==> config.mk <==
export PLATFORM = sky130hd
export DESIGN_NAME = wat_timer
export DESIGN_NICKNAME = d
export VERILOG_FILES = /design/src/wat_pkg.sv /design/src/wat_sync_edge.sv /design/src/wat_timer.sv
export SDC_FILE = /design/constraint.sdc
export NUM_CORES = 1
export LEC_CHECK = 0
export BUFFER_PORTS_ARGS = -buffer_cell sky130_fd_sc_hd__buf_4
export CAP_MARGIN = 0
export CORE_MARGIN = 2
export CORE_UTILIZATION = 40
export CTS_BUF_LIST = sky130_fd_sc_hd__clkbuf_8
export DETAILED_ROUTE_END_ITERATION = 6
export PLACE_DENSITY = 0.76
export REMOVE_ABC_BUFFERS = 1
export SETUP_SLACK_MARGIN = 0.15
export SYNTH_ARGS = -nofsm -noshare
export SYNTH_HDL_FRONTEND = slang
export SYNTH_SLANG_ARGS = --single-unit
==> constraint.sdc <==
create_clock -name core_clk -period 10 [get_ports core_clk]
set_clock_uncertainty 0.1 [all_clocks]
set_input_delay 2 -clock core_clk [delete_from_list [all_inputs] [get_ports core_clk]]
set_output_delay 2 -clock core_clk [all_outputs]
set_load 0.1 [all_outputs]
==> src/wat_pkg.sv <==
// constants shared by the watch/interval timer block
// assumes a 32-bit AXI4-Lite slave port with 28-bit byte addresses
package wat_pkg;

  // ****************************************************************
  // bus geometry and register map
  // ****************************************************************
  localparam int          ADDR_W      = 28;
  localparam int          DATA_W      = 32;
  localparam int          WORD_LSB    = 2;
  localparam logic [27:0] MODE_ADDR   = 28'hFFFF680;
  localparam logic [27:0] STAT_ADDR   = 28'hFFFF684;
  localparam logic [27:0] MASK_ADDR   = 28'hFFFF688;
  localparam logic [27:0] STATE_ADDR  = 28'hFFFF68C;
  localparam logic [1:0]  RESP_OKAY   = 2'h0;
  localparam logic [1:0]  RESP_SLVERR = 2'h2;

  // ****************************************************************
  // mode register fields
  // ****************************************************************
  localparam int         MODE_W       = 8;
  localparam logic [7:0] MODE_RST     = 8'h00;
  localparam int         EN_BIT       = 0;
  localparam int         RUN_BIT      = 1;
  localparam int         WPER_LO      = 2;
  localparam int         WPER_HI      = 3;
  localparam int         ISEL_LO      = 4;
  localparam int         ISEL_HI      = 6;
  localparam int         SRC_BIT      = 7;

  // ****************************************************************
  // counter geometry
  // ****************************************************************
  localparam int PRESC_W    = 11;
  localparam int WCNT_W     = 5;
  localparam int ISEL_W     = 3;
  localparam int TAP_BASE   = 4;
  localparam int TAP_N      = 8;
  localparam int COARSE_TAP = 9;
  localparam int HALF_W     = 4;

  // ****************************************************************
  // interrupt status / mask layout, state readback layout
  // ****************************************************************
  localparam int         IRQ_W      = 2;
  localparam int         IRQ_WATCH  = 0;
  localparam int         IRQ_INTV   = 1;
  localparam logic [1:0] IRQ_RST    = 2'h0;
  localparam int         STATE_CNT  = 0;
  localparam int         STATE_PRE  = 16;

endpackage : wat_pkg

==> src/wat_sync_edge.sv <==
// two-flop synchroniser with rising-edge detector
// assumes the sampled clock is far slower than core_clk
module wat_sync_edge (
  // clock and reset
  input  wire logic core_clk,
  input  wire logic rst_n,
  input  wire logic ce,
  // pin side
  input  wire logic asyncIn,
  // core side
  output logic      rise
);

  logic meta_r;
  logic sync_r;
  logic last_r;

  // first stage feeds only the second stage
  always_ff @(posedge core_clk or negedge rst_n) begin
    if (!rst_n) begin
      meta_r <= 1'b0;
      sync_r <= 1'b0;
      last_r <= 1'b0;
    end else if (ce) begin
      meta_r <= asyncIn;
      sync_r <= meta_r;
      last_r <= sync_r;
    end
  end

  assign rise = ce & sync_r & ~last_r;

endmodule : wat_sync_edge

==> src/wat_timer.sv <==
// watch timer with companion interval timer, AXI4-Lite register port
// assumes both watch clock sources are slow pins asynchronous to core_clk

module wat_timer
  import wat_pkg::*;
(
  // clock, reset, freeze
  input  wire logic              core_clk,
  input  wire logic              rst_n,
  input  wire logic              ce,
  // watch clock sources
  input  wire logic              subClkIn,
  input  wire logic              companionClkIn,
  // axi write address
  input  wire logic              s_axi_awvalid,
  output logic                   s_axi_awready,
  input  wire logic [ADDR_W-1:0] s_axi_awaddr,
  // axi write data
  input  wire logic              s_axi_wvalid,
  output logic                   s_axi_wready,
  input  wire logic [DATA_W-1:0] s_axi_wdata,
  input  wire logic [3:0]        s_axi_wstrb,
  // axi write response
  output logic                   s_axi_bvalid,
  input  wire logic              s_axi_bready,
  output logic [1:0]             s_axi_bresp,
  // axi read address
  input  wire logic              s_axi_arvalid,
  output logic                   s_axi_arready,
  input  wire logic [ADDR_W-1:0] s_axi_araddr,
  // axi read data
  output logic                   s_axi_rvalid,
  input  wire logic              s_axi_rready,
  output logic [DATA_W-1:0]      s_axi_rdata,
  output logic [1:0]             s_axi_rresp,
  // interrupts
  output logic                   watchIrq,
  output logic                   intervalIrq,
  output logic                   irq
);

  // ****************************************************************
  // reset release
  // ****************************************************************
  // asserts at once, releases on the clock so no flop sees a late edge
  logic rstPipe_r;
  logic rstSync_r;
  wire  sysRst_n = rstSync_r;

  always_ff @(posedge core_clk or negedge rst_n) begin
    if (!rst_n) begin
      rstPipe_r <= 1'b0;
      rstSync_r <= 1'b0;
    end else begin
      rstPipe_r <= 1'b1;
      rstSync_r <= rstPipe_r;
    end
  end

  // ****************************************************************
  // state declarations
  // ****************************************************************
  logic [MODE_W-1:0]  mode_r;
  logic [MODE_W-1:0]  mode_nxt;
  logic [PRESC_W-1:0] presc_r;
  logic [PRESC_W-1:0] presc_nxt;
  logic [WCNT_W-1:0]  wcnt_r;
  logic [WCNT_W-1:0]  wcnt_nxt;
  logic [IRQ_W-1:0]   status_r;
  logic [IRQ_W-1:0]   status_nxt;
  logic [IRQ_W-1:0]   mask_r;
  logic [IRQ_W-1:0]   mask_nxt;
  logic               watchIrq_r;
  logic               intervalIrq_r;
  logic               irq_r;

  // ****************************************************************
  // watch clock sources
  // ****************************************************************
  // each pin costs about two core cycles before its tick shows up
  logic subRise;
  logic compRise;

  wat_sync_edge u_subSync (
    .core_clk (core_clk),
    .rst_n    (sysRst_n),
    .ce       (ce),
    .asyncIn  (subClkIn),
    .rise     (subRise)
  );

  wat_sync_edge u_compSync (
    .core_clk (core_clk),
    .rst_n    (sysRst_n),
    .ce       (ce),
    .asyncIn  (companionClkIn),
    .rise     (compRise)
  );

  // ****************************************************************
  // mode decode
  // ****************************************************************
  wire              opEn     = mode_r[EN_BIT];
  wire              cntRun   = mode_r[RUN_BIT];
  wire              perHalf  = mode_r[WPER_LO];
  wire              perFine  = mode_r[WPER_HI];
  wire [ISEL_W-1:0] isel     = mode_r[ISEL_HI:ISEL_LO];
  wire              srcComp  = mode_r[SRC_BIT];
  wire              watchTick = srcComp ? compRise : subRise;
  wire              counting = opEn & cntRun;

  // ****************************************************************
  // prescaler taps
  // ****************************************************************
  // tap k rolls over every 2^(TAP_BASE+k) watch clocks
  logic [TAP_N-1:0] tapRoll;

  genvar gk;
  generate
    for (gk = 0; gk < TAP_N; gk++) begin : g_tap
      assign tapRoll[gk] = &presc_r[TAP_BASE+gk-1:0];
    end
  endgenerate

  wire coarseRoll = tapRoll[COARSE_TAP-TAP_BASE];

  // prescaler ignores the run bit so the interval path is never disturbed
  assign presc_nxt = !opEn ? '0
                   : watchTick ? presc_r + 1'b1
                   : presc_r;

  wire intervalEv = opEn & watchTick & tapRoll[isel];

  // ****************************************************************
  // watch counter
  // ****************************************************************
  // coarse periods count fw/2^9, fine ones count fw itself
  wire cntTick  = perFine ? watchTick : (watchTick & coarseRoll);
  wire halfWrap = &wcnt_r[HALF_W-1:0];
  wire fullWrap = &wcnt_r;
  wire wrapHit  = perHalf ? halfWrap : fullWrap;

  assign wcnt_nxt = !counting ? '0
                  : cntTick ? wcnt_r + 1'b1
                  : wcnt_r;

  // in coarse periods the counter starts mid-prescaler, so the first event lands early
  wire watchEv = counting & cntTick & wrapHit;

  // ****************************************************************
  // axi write channel
  // ****************************************************************
  logic              awready_r;
  logic              wready_r;
  logic              bvalid_r;
  logic [1:0]        bresp_r;
  logic              awHeld_r;
  logic              wHeld_r;
  logic [ADDR_W-1:0] waddr_r;
  logic [DATA_W-1:0] wdata_r;
  logic [3:0]        wstrb_r;

  // readies sit high in reset; masters must keep valids low until release
  wire awTake = s_axi_awvalid & awready_r;
  wire wTake  = s_axi_wvalid & wready_r;
  wire bDone  = bvalid_r & s_axi_bready;
  wire doWr   = awHeld_r & wHeld_r & ~bvalid_r;

  wire [ADDR_W-1:0] wWord = {waddr_r[ADDR_W-1:WORD_LSB], 2'b00};
  wire wHitMode  = (wWord == MODE_ADDR);
  wire wHitStat  = (wWord == STAT_ADDR);
  wire wHitMask  = (wWord == MASK_ADDR);
  wire wHitState = (wWord == STATE_ADDR);
  wire wMapped   = wHitMode | wHitStat | wHitMask | wHitState;
  wire lane0     = doWr & wstrb_r[0];

  always_ff @(posedge core_clk or negedge sysRst_n) begin
    if (!sysRst_n) begin
      awready_r <= 1'b1;
      wready_r  <= 1'b1;
      awHeld_r  <= 1'b0;
      wHeld_r   <= 1'b0;
      bvalid_r  <= 1'b0;
      bresp_r   <= RESP_OKAY;
      waddr_r   <= '0;
      wdata_r   <= '0;
      wstrb_r   <= '0;
    end else if (ce) begin
      if (awTake) begin
        awready_r <= 1'b0;
        awHeld_r  <= 1'b1;
        waddr_r   <= s_axi_awaddr;
      end
      if (wTake) begin
        wready_r <= 1'b0;
        wHeld_r  <= 1'b1;
        wdata_r  <= s_axi_wdata;
        wstrb_r  <= s_axi_wstrb;
      end
      if (doWr) begin
        awHeld_r <= 1'b0;
        wHeld_r  <= 1'b0;
        bvalid_r <= 1'b1;
        bresp_r  <= wMapped ? RESP_OKAY : RESP_SLVERR;
      end
      if (bDone) begin
        bvalid_r  <= 1'b0;
        awready_r <= 1'b1;
        wready_r  <= 1'b1;
      end
    end
  end

  // ****************************************************************
  // register writes
  // ****************************************************************
  // bit-level updates arrive as read-modify-write of the low byte
  assign mode_nxt = (lane0 & wHitMode) ? wdata_r[MODE_W-1:0]
                  : mode_r;
  assign mask_nxt = (lane0 & wHitMask) ? wdata_r[IRQ_W-1:0] : mask_r;

  // write-one-to-clear; a fresh event in the same cycle survives
  wire [IRQ_W-1:0] statClr = (lane0 & wHitStat) ? wdata_r[IRQ_W-1:0]
                                                : IRQ_RST;
  wire [IRQ_W-1:0] statSet;
  assign statSet[IRQ_WATCH] = watchEv;
  assign statSet[IRQ_INTV]  = intervalEv;
  assign status_nxt = (status_r & ~statClr) | statSet;

  // ****************************************************************
  // axi read channel
  // ****************************************************************
  logic              arready_r;
  logic              rvalid_r;
  logic [DATA_W-1:0] rdata_r;
  logic [1:0]        rresp_r;

  wire arTake = s_axi_arvalid & arready_r;
  wire rDone  = rvalid_r & s_axi_rready;

  wire [ADDR_W-1:0] rWord = {s_axi_araddr[ADDR_W-1:WORD_LSB], 2'b00};
  wire rHitMode  = (rWord == MODE_ADDR);
  wire rHitStat  = (rWord == STAT_ADDR);
  wire rHitMask  = (rWord == MASK_ADDR);
  wire rHitState = (rWord == STATE_ADDR);
  wire rMapped   = rHitMode | rHitStat | rHitMask | rHitState;

  // block state readback: counter low, prescaler high
  logic [DATA_W-1:0] stateWord;
  always_comb begin
    stateWord = '0;
    stateWord[STATE_CNT +: WCNT_W]  = wcnt_r;
    stateWord[STATE_PRE +: PRESC_W] = presc_r;
  end

  wire [DATA_W-1:0] rdMux =
      rHitMode  ? {{(DATA_W-MODE_W){1'b0}}, mode_r}
    : rHitStat  ? {{(DATA_W-IRQ_W){1'b0}}, status_r}
    : rHitMask  ? {{(DATA_W-IRQ_W){1'b0}}, mask_r}
    : rHitState ? stateWord
    : '0;

  always_ff @(posedge core_clk or negedge sysRst_n) begin
    if (!sysRst_n) begin
      arready_r <= 1'b1;
      rvalid_r  <= 1'b0;
      rdata_r   <= '0;
      rresp_r   <= RESP_OKAY;
    end else if (ce) begin
      if (arTake) begin
        arready_r <= 1'b0;
        rvalid_r  <= 1'b1;
        rdata_r   <= rdMux;
        rresp_r   <= rMapped ? RESP_OKAY : RESP_SLVERR;
      end else if (rDone) begin
        rvalid_r  <= 1'b0;
        arready_r <= 1'b1;
      end
    end
  end

  // ****************************************************************
  // timer and interrupt state
  // ****************************************************************
  always_ff @(posedge core_clk or negedge sysRst_n) begin
    if (!sysRst_n) begin
      mode_r        <= MODE_RST;
      presc_r       <= '0;
      wcnt_r        <= '0;
      status_r      <= IRQ_RST;
      mask_r        <= IRQ_RST;
      watchIrq_r    <= 1'b0;
      intervalIrq_r <= 1'b0;
      irq_r         <= 1'b0;
    end else if (ce) begin
      mode_r        <= mode_nxt;
      presc_r       <= presc_nxt;
      wcnt_r        <= wcnt_nxt;
      status_r      <= status_nxt;
      mask_r        <= mask_nxt;
      watchIrq_r    <= watchEv;
      intervalIrq_r <= intervalEv;
      irq_r         <= |(status_nxt & mask_nxt);
    end
  end

  // ****************************************************************
  // outputs
  // ****************************************************************
  assign s_axi_awready = awready_r;
  assign s_axi_wready  = wready_r;
  assign s_axi_bvalid  = bvalid_r;
  assign s_axi_bresp   = bresp_r;
  assign s_axi_arready = arready_r;
  assign s_axi_rvalid  = rvalid_r;
  assign s_axi_rdata   = rdata_r;
  assign s_axi_rresp   = rresp_r;
  assign watchIrq      = watchIrq_r;
  assign intervalIrq   = intervalIrq_r;
  assign irq           = irq_r;

endmodule : wat_timer

Word-level counts from Yosys, hierarchy flattened
Index checks and enable logic that the tools add are counted.

storage, ports and cells
  bits in registers = 119
  latch bits = 0
  memory bits (writable) = 0
  ROM bits = 0
  input bits = 102
  output and inout port bits = 44
  logic and storage cells = 137
  memories = 0

cells by class
  $add $sub $neg = 2
  $mul = 0
  div/mod/pow operators = 0
  $lt $le $gt $ge = 1
  equal/unequal tests = 10
  shift-type cells = 0
  mux-type cells = 31
  bitwise gates (word level) = 34
  reductions and logical operators = 30

operators by type and width
  operator                 count
  $eq A26 B26 Y1 const B   8
  $mux W27                 4
  $reduce_and A2 Y1        13
  $mux W11                 2
  $and A1 B1 Y1            21
  $mux W1                  18
  $reduce_bool A2 Y1       6
  $add A11 B1 Y11 const B  1
  $reduce_and A11 Y1       1
  $mux W5                  2
  $reduce_and A10 Y1       1
  $reduce_and A5 Y1        2
  $reduce_and A9 Y1        1
  $mux W2                  4
  $reduce_and A4 Y1        2
  $reduce_and A8 Y1        1
  $reduce_and A7 Y1        1
  $or A1 B1 Y1             6
  $reduce_and A6 Y1        1
  $add A5 B1 Y5 const B    1
  $and A2 B2 Y2            2
  $lt A3 B4 Y1 const B     1
  $ne A2 B1 Y1 const B     2
  $bmux W1 S3              1
  other kinds (4)          6

Longest topological paths before layout
Gate-level depths: netlist of the first run.

  depth in word-level cells = 10
  gate-level depth with buffers = 10
  depth with buffers taken out = 9

Hierarchy
A second synthesis of the first run with hierarchy kept.

unflattened totals
  cell total of the unflattened synthesis = 379
  area total of the unflattened synthesis = 4633.2 um2

by module, submodules not included
  module         times used  cells an instance  area an instance (um2)  seq. area each (um2)
  wat_timer      1           365                4395.5                  2406.1
  wat_sync_edge  2           7                  118.9                   75.1

Worst setup path after synthesis of the first run
No wires, ideal clock.

  kind = input-to-reg
  start = input port s_axi_araddr[5]
  end = register rdata_r[4] (netlist: s_axi_rdata[4])
  setup time = 73 ps
  arrival time = 3730 ps
  required time = 9827 ps
  path slack = 6097 ps
  cell stages on the path = 6
  buffers on the path = 1
  cells stage by stage = or4b_1 -> or4_1 -> nor3_1 -> buf_2 -> a221oi_1 -> nor2_1

between the ends
  cells in the longest elaborated chain, start to end = 5
  elaborated cells between the ends (all ways) = 8
  those cells by class = eq/ne (4); mux (4)

ends and longest elaborated chain
  item                  line              source
  start, declared       wat_timer.sv:30   input wire logic [ADDR_W-1:0] s_axi_araddr,
  $eq A26 B26 Y1        wat_timer.sv:245  wire rHitState = (rWord == STATE_ADDR);
  $mux W27              wat_timer.sv:260  : rHitState ? stateWord
  $mux W27              wat_timer.sv:259  : rHitMask ? {{(DATA_W-IRQ_W){1'b0}}, mask_r}
  $mux W27              wat_timer.sv:258  : rHitStat ? {{(DATA_W-IRQ_W){1'b0}}, status_r}
  $mux W27 *            wat_timer.sv:257  rHitMode ? {{(DATA_W-MODE_W){1'b0}}, mode_r}
  end signal, assigned  wat_timer.sv:273  rdata_r <= rdMux;
  end, declared         wat_timer.sv:235  logic [DATA_W-1:0] rdata_r;

Mark *: on every way between the ends. The rest lies on a longest branch, timed or not.
A chain may end at the register's enable or synchronous reset.

Worst setup path after layout of the first run
Ends and elaborated chain as after synthesis.

==> impl_results.md, run 1 <==
- Run status: complete, no violations
- # clock sinks: between 100 and 150
- Row cnt: 39
- Hold Path Class: register to async pin
- Crit share post-route: around 39%
- Critical path class: input pin to register
- Crit path max fanout: 6
- Die height: 112 um
- Die W: around 110 um
- Worst stage delay on the critical path: 0.58 ns
- Initial antenna violation count: 0
- Dpl cell area: ~5500 um^2
- Synth cell count leaders: dfrtp_1, nand2_1, mux2_2, nand3_1, nor2_1
- Skew-Pair Late Insertion Delay: approximately 0.36 ns
- Total CTS buffers: 9
- Worst-margin pin slew: approximately 1.2 ns
- Multi-input logic area: 1950 um^2
- Slowest-stage cell, CP: or4_1
- Pwr Density: roughly 190 nW/um^2
- Top cells by area, synth: dfrtp_1, mux2_2, nand2_1
- Antenna viol nets, final: 0
- Critical path buffers and inverters: 1
- Number of global-route vias before repair: 3449
- Synth warn: 0
- # diodes: 0
- Clk pin slew, worst setup/hold paths: 0.09 ns
- Crit path launch: s_axi_araddr[5]
- Worst Path Arrival: 4.10 ns
- Synthesized instance count: between 400 and 500
- Reg-to-Reg Start: presc_r[0]
- Clock H-tree levels: 3
- Max Freq: approximately 0.26 GHz
- Main synth FF type: dfrtp_1
- DR vias/cell: between 5 and 6
- Setup TNS Final: 0 ns
- Yosys top cell area share: a little over half
- Initial drt markers: ~170
- Area Growth Syn to Fin: 22.5%
- Routability Congestion: 0.894
- EDFF count, synth: 0
- Ratio of cells with drive above 1 in the final layout: 36.0%
- Die area: ~13000 um^2
- Clock Tree Buf Depth: 2
- Biggest area consumer among synthesized cells: dfrtp_1
- Most frequent cell after synthesis: dfrtp_1
- Startpoint class of the critical path: input pin
- CP Cell Sequence: buf_4 -> or4b_1 -> or4_1 -> nor4_2 -> a221oi_1 -> nor2_1
- Setup Buffers After CTS: 0
- Worst Path Required: approximately 10 ns
- Net count reported at finish: a little over 600
- First-pass GRT wire length: between 15000 and 20000 um
- Top delay family on crit path: simple AND/OR/NAND/NOR gates
- Starting Density: slightly above 40%
- Final setup vio count: 0
- Static leakage power: between 2 and 3 nW
- Root buf cell: clkbuf_8
- RSZ-0062 raised after global routing: no
- Final Hold Viols: 0
- DR vias: 3410
- Port-buffer cells: 99
- R2R setup slack: between 7 and 8 ns
- Gr usage total: between 15 and 20%
- Mapped cell area: 4670 um^2
- Post-route cell area: 5720 um^2
- WL/cell: ~15 um
- Synth Area per Inst: about 12 um^2
- Core ar.: about 11000 um^2
- Total grt overflow: 0
- RR Endpoint: irq
- Max Slew Vio Count: 0
- CTS tree: done
- Drt drc: 0
- Sequential area share after synthesis: 54.7%
- Cell depth of the worst flop-to-flop path: 8
- Hold buffer count at CTS: 0
- Crit path capture type: register
- FF+latch area: ~2600 um^2
- Number of synthesized register bits: 102
- First-pass DRT Iterations: 4
- Slew Limit Headroom: between 10% and 20%
- Maximum vdd drop: between 0.1 and 0.15 mV
- Largest net degree at the start of global routing: 78
- IO Count: ~150
- Post-synth ARST share: between 90% and 100%
- Min Tclk post-route: about 4 ns
- CTS-repair resized insts: 0
- Maxcap violations: 0
- Post-Route WL: 9920 um
- Post-DP HPWL: 7370 um
- Post-synth cell types: 60
- Fill count: a little over 1000
## routing by layer
metal | GRT usage (%) | vias to the layer above | share of wire, %
li1 | - | 1610 | -
met2 | 28.0 | 114 | 50
met4 | 4.96 | 0 | 1.4
met5 | 0 | - | 0
met1 | 20.1 | 1672 | 42
met3 | 4.21 | 14 | 6.2
## layout make-up
| class | count | share of cell area [%] |
|---|---|---|
| clock inverters | 5 | 1.31 |
| inverters | 11 | 0.722 |
| repair buffers | 101 | 13.3 |
| well taps | 143 | 3.13 |
| flip-flops and latches | 102 | 44.8 |
| clock buffers | 11 | 2.65 |
| multi-input cells | 276 | 34.2 |
## per-stage QoR
step / total power, W / utilization, % / hold WS, ns / setup slack, ns / std cells
floorplan: 0.000731 / - / 0.231 / 5.76 / 389
global placement: 0.000789 / 48.1 / 0.117 / 5.79 / 633
detailed placement: 0.000805 / 48.1 / 0.122 / 5.73 / 633
CTS: 0.00109 / 50.1 / 0.131 / 6.10 / 649
global route: 0.00113 / 50.1 / 0.152 / 5.97 / 649
finish: 0.00108 / 50.1 / 0.122 / 6.09 / 649
## cell families (layout without fill, tap and decap cells)
kind of cell             count (synthesis)  count (layout)  synth area share [%]
adder cells (fa/ha/maj)                  5               5                  1.34
flip-flops                             102             102                  54.7
AO/OA/AOI/OAI                           50              50                  7.50
buffers and inverters                   39             128                  4.53
other                                    2              16                 0.161
XOR/XNOR                                 6               6                  1.13
multiplexers                            57              57                  14.8
AND/OR/NAND/NOR                        142             142                  15.8
## cell usage in the layout (no fill, tap or decap), drive strengths merged, types with 4 or more instances in the layout
cell type	instances
buf	101
dfrtp	99
nand2	52
mux2	51
nand3	25
nor2	21
conb	16
inv	13
o21ai	12
clkbuf	11
nand4	10
and3	8
a31oi	5
ha	5
xor2	4
a21oi	4
mux2i	4
o221ai	4
or4	4
## sequential cells by signal, indices dropped and copies added (netlist names), 2 cells and up
name and cells:
waddr_r 26, mode_r 8, wcnt_r 5, status_r 2, presc_r 11, wdata_r 8, s_axi_rdata 19, mask_r 2
## worst max path at each step
stage / endpoint / slack, ns / depth (start not counted)
3_5_place_dp: s_axi_rdata[4] / 5.73 / 6
6_report: s_axi_rdata[4] / 6.09 / 6
5_1_grt: s_axi_rdata[4] / 5.97 / 6
3_3_place_gp: s_axi_rdata[2] / 5.79 / 6
4_1_cts: s_axi_rdata[4] / 6.10 / 6
2_1_floorplan: s_axi_rdata[2] / 5.76 / 5
## power breakdown
group	switching, W	total, W	internal, W
clock network	0.000135	0.000288	0.000153
logic	0.000135	0.000238	0.000103
registers	0.0000554	0.000556	0.000500
total	0.000326	0.00108	0.000756
No activity file was read; power rests on OpenSTA's default activity.
==> run 2: changes to the inputs <==
==> constraint.sdc (replaced) <==
create_clock -name core_clk -period 3.7 [get_ports core_clk]
set_clock_uncertainty 0.1 [all_clocks]
set_input_delay 0.74 -clock core_clk [delete_from_list [all_inputs] [get_ports core_clk]]
set_output_delay 0.74 -clock core_clk [all_outputs]
set_load 0.1 [all_outputs]
==> impl_results.md, run 2 (synthesis results as in run 1) <==
- Run status: complete, no violations
- Final Worst Setup Slack: roughly 1.0 ns
- Post-Route WL: roughly 10000 um
- Clock Tree Buf Depth: 2
- Static leakage power: roughly 2.8 nW
- Worst Path Arrival: roughly 2.8 ns
- CTS-repair resized insts: 0
- Ratio of cells with drive above 1 in the final layout: around 36%
- WL/cell: roughly 16 um
- Max Freq: approximately 0.37 GHz
- Fill count: around 1000
- Port-buffer cells: between 90 and 100
- Row cnt: 39
- # diodes: 0
- Crit share post-route: 73.0%
- RSZ-0062 raised after global routing: no
- Maximum vdd drop: between 0.2 and 0.3 mV
- Die height: about 110 um
- Die area: about 13000 um^2
- DR vias/cell: 5.27
- Core ar.: 11400 um^2
- Top sig layer: met4
- Gr usage total: 17.0%
- Wl on met1: roughly 4300 um
- Skew-Pair Late Insertion Delay: between 0.3 and 0.4 ns
- Hold buffer count at CTS: 0
- Worst Path Required: 3.82 ns
- Hold Path Class: input pin to async pin
- Antenna viol nets, final: 0
- Met3 wire len: roughly 650 um
- Setup Buffers After CTS: 0
- Max Slew Vio Count: 0
- Die W: ~110 um
- Cell depth of the worst flop-to-flop path: 8
- Maxcap violations: 0
- Drt drc: 0
- Commonest non-fill, non-tap cell in the layout: buf_4
- Biggest register: waddr_r
- Crit path max fanout: 8
- Final Hold Viols: 0
- Pwr Density: 495 nW/um^2
- Clk pin slew, worst setup/hold paths: around 0.090 ns
- Slew Limit Headroom: around 49%
- Initial antenna violation count: 0
- Worst-margin pin slew: about 0.76 ns
- Total CTS buffers: 9
- Setup TNS Final: 0 ns
- RR Endpoint: irq
- Commonest non-fill, non-tap cells in the layout: buf_4, dfrtp_1, nand2_1, mux2_2, nand3_1
- Final setup vio count: 0
- CTS tree: done
- Critical path class: register to register
- Final Util: around half
- R2R setup slack: between 0.9 and 1 ns
- Starting Density: about two fifths
- Area Growth Syn to Fin: 22.2%
- Min Tclk post-route: between 2 and 3 ns
- Reg-to-Reg Start: presc_r[1]
- Root buf cell: clkbuf_8
- Total grt overflow: 0
- Startpoint class of the critical path: register
- Dpl cell area: roughly 5500 um^2
- First-pass GRT wire length: ~17000 um
- DR vias: 3433
- Crit path launch: presc_r[1]
- Post-DP HPWL: roughly 7500 um
- Number of global-route vias before repair: 3603
- IO Count: between 100 and 150
- Max FFs per register: 26
- Clock H-tree levels: 3
- Initial drt markers: about 190
- Largest net degree at the start of global routing: 60
- Crit path capture type: register
- Net count reported at finish: around 610
- Post-route cell area: 5710 um^2
- Routability Congestion: just under 0.9
- First-pass DRT Iterations: 5
- # clock sinks: 102
- Pre-CTS setup slack: around 0.69 ns
- Metal2 WL: 5050 um
-- run 2: worst max path at each step --
stage                          end  slack, ns  depth (start not counted)
finish                         irq        1.0                          8
global route                   irq       0.83                          8
CTS                      mode_r[5]       1.00                          5
detailed placement  s_axi_rdata[2]       0.69                          6
global placement    s_axi_rdata[4]       0.77                          6
floorplan                 awHeld_r       0.55                          0
-- run 2: final cells by class --
cell class / instances / area [um^2] / share of cell area, %
Inverter: 11 / 41.3 / 0.723
Multi-Input combinational cell: 276 / 1950 / 34.2
Clock inverter: 6 / 55.1 / 0.964
Clock buffer: 10 / 138 / 2.41
Timing Repair Buffer: 104 / 781 / 13.7
Sequential cell: 102 / 2560 / 44.8
Tap cell: 143 / 179 / 3.13
-- run 2: power breakdown --
part	switching, W	internal (W)	total, W
Combinational	0.000359	0.000278	0.000637
Sequential	0.000156	0.00135	0.00151
Clock	0.000354	0.000325	0.000678
-- run 2: worst max-delay path, cell delays in order, from the launching register on --
cell and delay [ns]:
dfrtp_1 0.44, ha_1 0.23, and3_1 0.27, and3_1 0.20
ha_1 0.20, o221ai_1 0.59, nor3_1 0.18, o221ai_1 0.20
o221ai_1 0.15
-- run 2: layer usage --
metal | global-route usage [%] | vias up
met5 | 0 | -
met4 | 4.96 | 0
met3 | 5.40 | 16
met2 | 28.3 | 124
met1 | 21.4 | 1674
li1 | - | 1619
-- run 2: per-stage QoR --
stage                     cells  hold WS (ns)  power (W)
after floorplan             389         0.231    0.00198
after global placement      636         0.241    0.00213
after detailed placement    636         0.241    0.00218
after CTS                   652        0.0256    0.00286
after global routing        652        0.0143    0.00298
final                       652        0.0480    0.00282
==> run 3: changes to the inputs <==
--- a/config.mk
+++ b/config.mk
@@ -11,7 +11,7 @@
 export CORE_UTILIZATION = 40
 export CTS_BUF_LIST = sky130_fd_sc_hd__clkbuf_8
 export DETAILED_ROUTE_END_ITERATION = 6
-export PLACE_DENSITY = 0.76
+export PLACE_DENSITY = 0.79
 export REMOVE_ABC_BUFFERS = 1
 export SETUP_SLACK_MARGIN = 0.15
 export SYNTH_ARGS = -nofsm -noshare
==> constraint.sdc (replaced) <==
create_clock -name core_clk -period 2.4 [get_ports core_clk]
set_clock_uncertainty 0.1 [all_clocks]
set_input_delay 0.48 -clock core_clk [delete_from_list [all_inputs] [get_ports core_clk]]
set_output_delay 0.48 -clock core_clk [all_outputs]
set_load 0.1 [all_outputs]
==> impl_results.md, run 3 (synthesis results as in run 1) <==
- Run status: complete, but fails checks
- Failing checks: setup timing
- Final Worst Setup Slack: -0.0161 ns
- Dpl cell area: ~5600 um^2
- # clock sinks: between 100 and 150
- Commonest non-fill, non-tap cells in the layout: buf_4, dfrtp_1, nand2_1, mux2_2, nand3_1
- Drt drc: 0
- Slew Limit Headroom: 61.2%
- First-pass DRT Iterations: 4
- Largest net degree at the start of global routing: 73
- WL/cell: ~16 um
- Crit path max fanout: 8
- First-pass GRT wire length: ~18000 um
- Static leakage power: just under 3 nW
- Clock Tree Buf Depth: 2
- Antenna viol nets, final: 0
- IO Count: roughly 150
- Biggest register: waddr_r
- Die height: 112 um
- Final Hold Viols: 0
- Number of global-route vias before repair: roughly 3800
- Final setup vio count: 8
- Port-buffer cells: between 90 and 100
- Worst Path Arrival: 2.56 ns
- Max FFs per register: 26
- Clk pin slew, worst setup/hold paths: 0.09 ns
- R2R setup slack: -0.02 ns
- Area Growth Syn to Fin: 27.9%
- Net count reported at finish: 634
- Max Slew Vio Count: 0
- Total grt overflow: 0
- DR vias: approximately 3600
- Row cnt: 39
- Max Freq: 0.414 GHz
- Worst-margin pin slew: slightly below 0.6 ns
- Core ar.: 11400 um^2
- Total CTS buffers: 9
- Initial drt markers: approximately 180
- Root buf cell: clkbuf_8
- RSZ-0062 raised after global routing: yes
- Clock H-tree levels: 3
- Min Tclk post-route: about 2.4 ns
- Die area: roughly 13000 um^2
- Startpoint class of the critical path: register
- Reg-to-Reg Start: waddr_r[5]
- Pwr Density: a little over 700 nW/um^2
- Routability Congestion: about 0.86
- Ratio of cells with drive above 1 in the final layout: about two fifths
- Post-DP HPWL: 7760 um
- Maximum vdd drop: ~0.57 mV
- Cell depth of the worst flop-to-flop path: 5
- Crit path capture type: register
- DR vias/cell: between 5 and 6
- Crit share post-route: 101%
- Worst Path Required: 2.54 ns
- Hold Path Class: register to async pin
- Initial antenna violation count: 0
- Skew-Pair Late Insertion Delay: ~0.36 ns
- Maxcap violations: 0
- Commonest non-fill, non-tap cell in the layout: buf_4
- Fill count: between 900 and 1000
- RR Endpoint: mode_r[3]
- Critical path class: register to register
- Gr usage total: between 15 and 20%
- Starting Density: 40.9%
- Post-route cell area: about 6000 um^2
- Post-Route WL: approximately 11000 um
- Setup TNS Final: -0.0820 ns
- # diodes: 0
- CTS tree: done
- Die W: 112 um
[run 3: changes by cell type in the layout (fill, tap and decap cells not counted), sizes merged]
cell,before,now
clkbuf,10,11
inv,14,13
bufinv,1,0
buf,104,126
dlygate4sd3,0,1
clkinvlp,0,1
[run 3: final cells by class]
cell class / count / area, um^2 / share of cell area (%)
flip-flops and latches: 102 / 2560 / 42.9
multi-input cells: 276 / 2030 / 34.1
repair buffers: 127 / 972 / 16.3
well taps: 143 / 179 / 3.00
clock buffers: 11 / 151 / 2.54
inverters: 11 / 41.3 / 0.692
clock inverters: 5 / 33.8 / 0.566
[run 3: how the worst max path moves through the flow]
stage,cells past startpoint,startpoint,to
finish,5,waddr_r[5],mode_r[3]
global route,5,waddr_r[5],mode_r[3]
CTS,5,waddr_r[5],mode_r[3]
detailed placement,5,waddr_r[5],mode_r[6]
global placement,5,waddr_r[5],mode_r[3]
floorplan,0,rstSync_r,awHeld_r
[run 3: per-layer routing]
metal  share of wire, %  up-vias  GRT usage (%)
met5                  0        -              0
met4                1.5        0           3.82
met3                8.7       14           6.64
met2                 50      147           30.0
met1                 39     1747           21.3
li1                   -     1665              -
[run 3: timing repair]
item                                    CTS  global route
pin swaps                                 4             6
hold endpoints to repair                  2             0
buffers inserted                          2             4
gates resized for setup                   7            12
hold buffers                              1             0
endpoints found under the setup margin   17            17
cloned                                    0             0
[run 3: worst max-delay path, cell delays in order (launching register included)]
cell and delay (ns):
dfrtp_1 0.39, or4b_4 0.55, nor4_4 0.20, nand3_2 0.11
or4_4 0.61, mux2_4 0.33
[run 3: metrics by stage]
stage	total power (W)	worst slack [ns]	utilization, %	std cells	hold WS (ns)
floorplan	0.00305	-0.746	-	389	0.0844
global placement	0.00329	-0.0721	49.5	652	0.162
detailed placement	0.00337	-0.107	49.5	652	0.166
CTS	0.00437	-0.0676	51.5	671	0.180
global route	0.00457	-0.120	52.3	675	0.208
finish	0.00432	-0.0161	52.3	675	0.159
[run 3: where the power goes]
group	internal (W)	switching (W)	total (W)	leakage [nW]
clock network	0.000434	0.000562	0.000996	0.0971
logic	0.000435	0.000571	0.00101	1.50
registers	0.00208	0.000233	0.00232	1.32
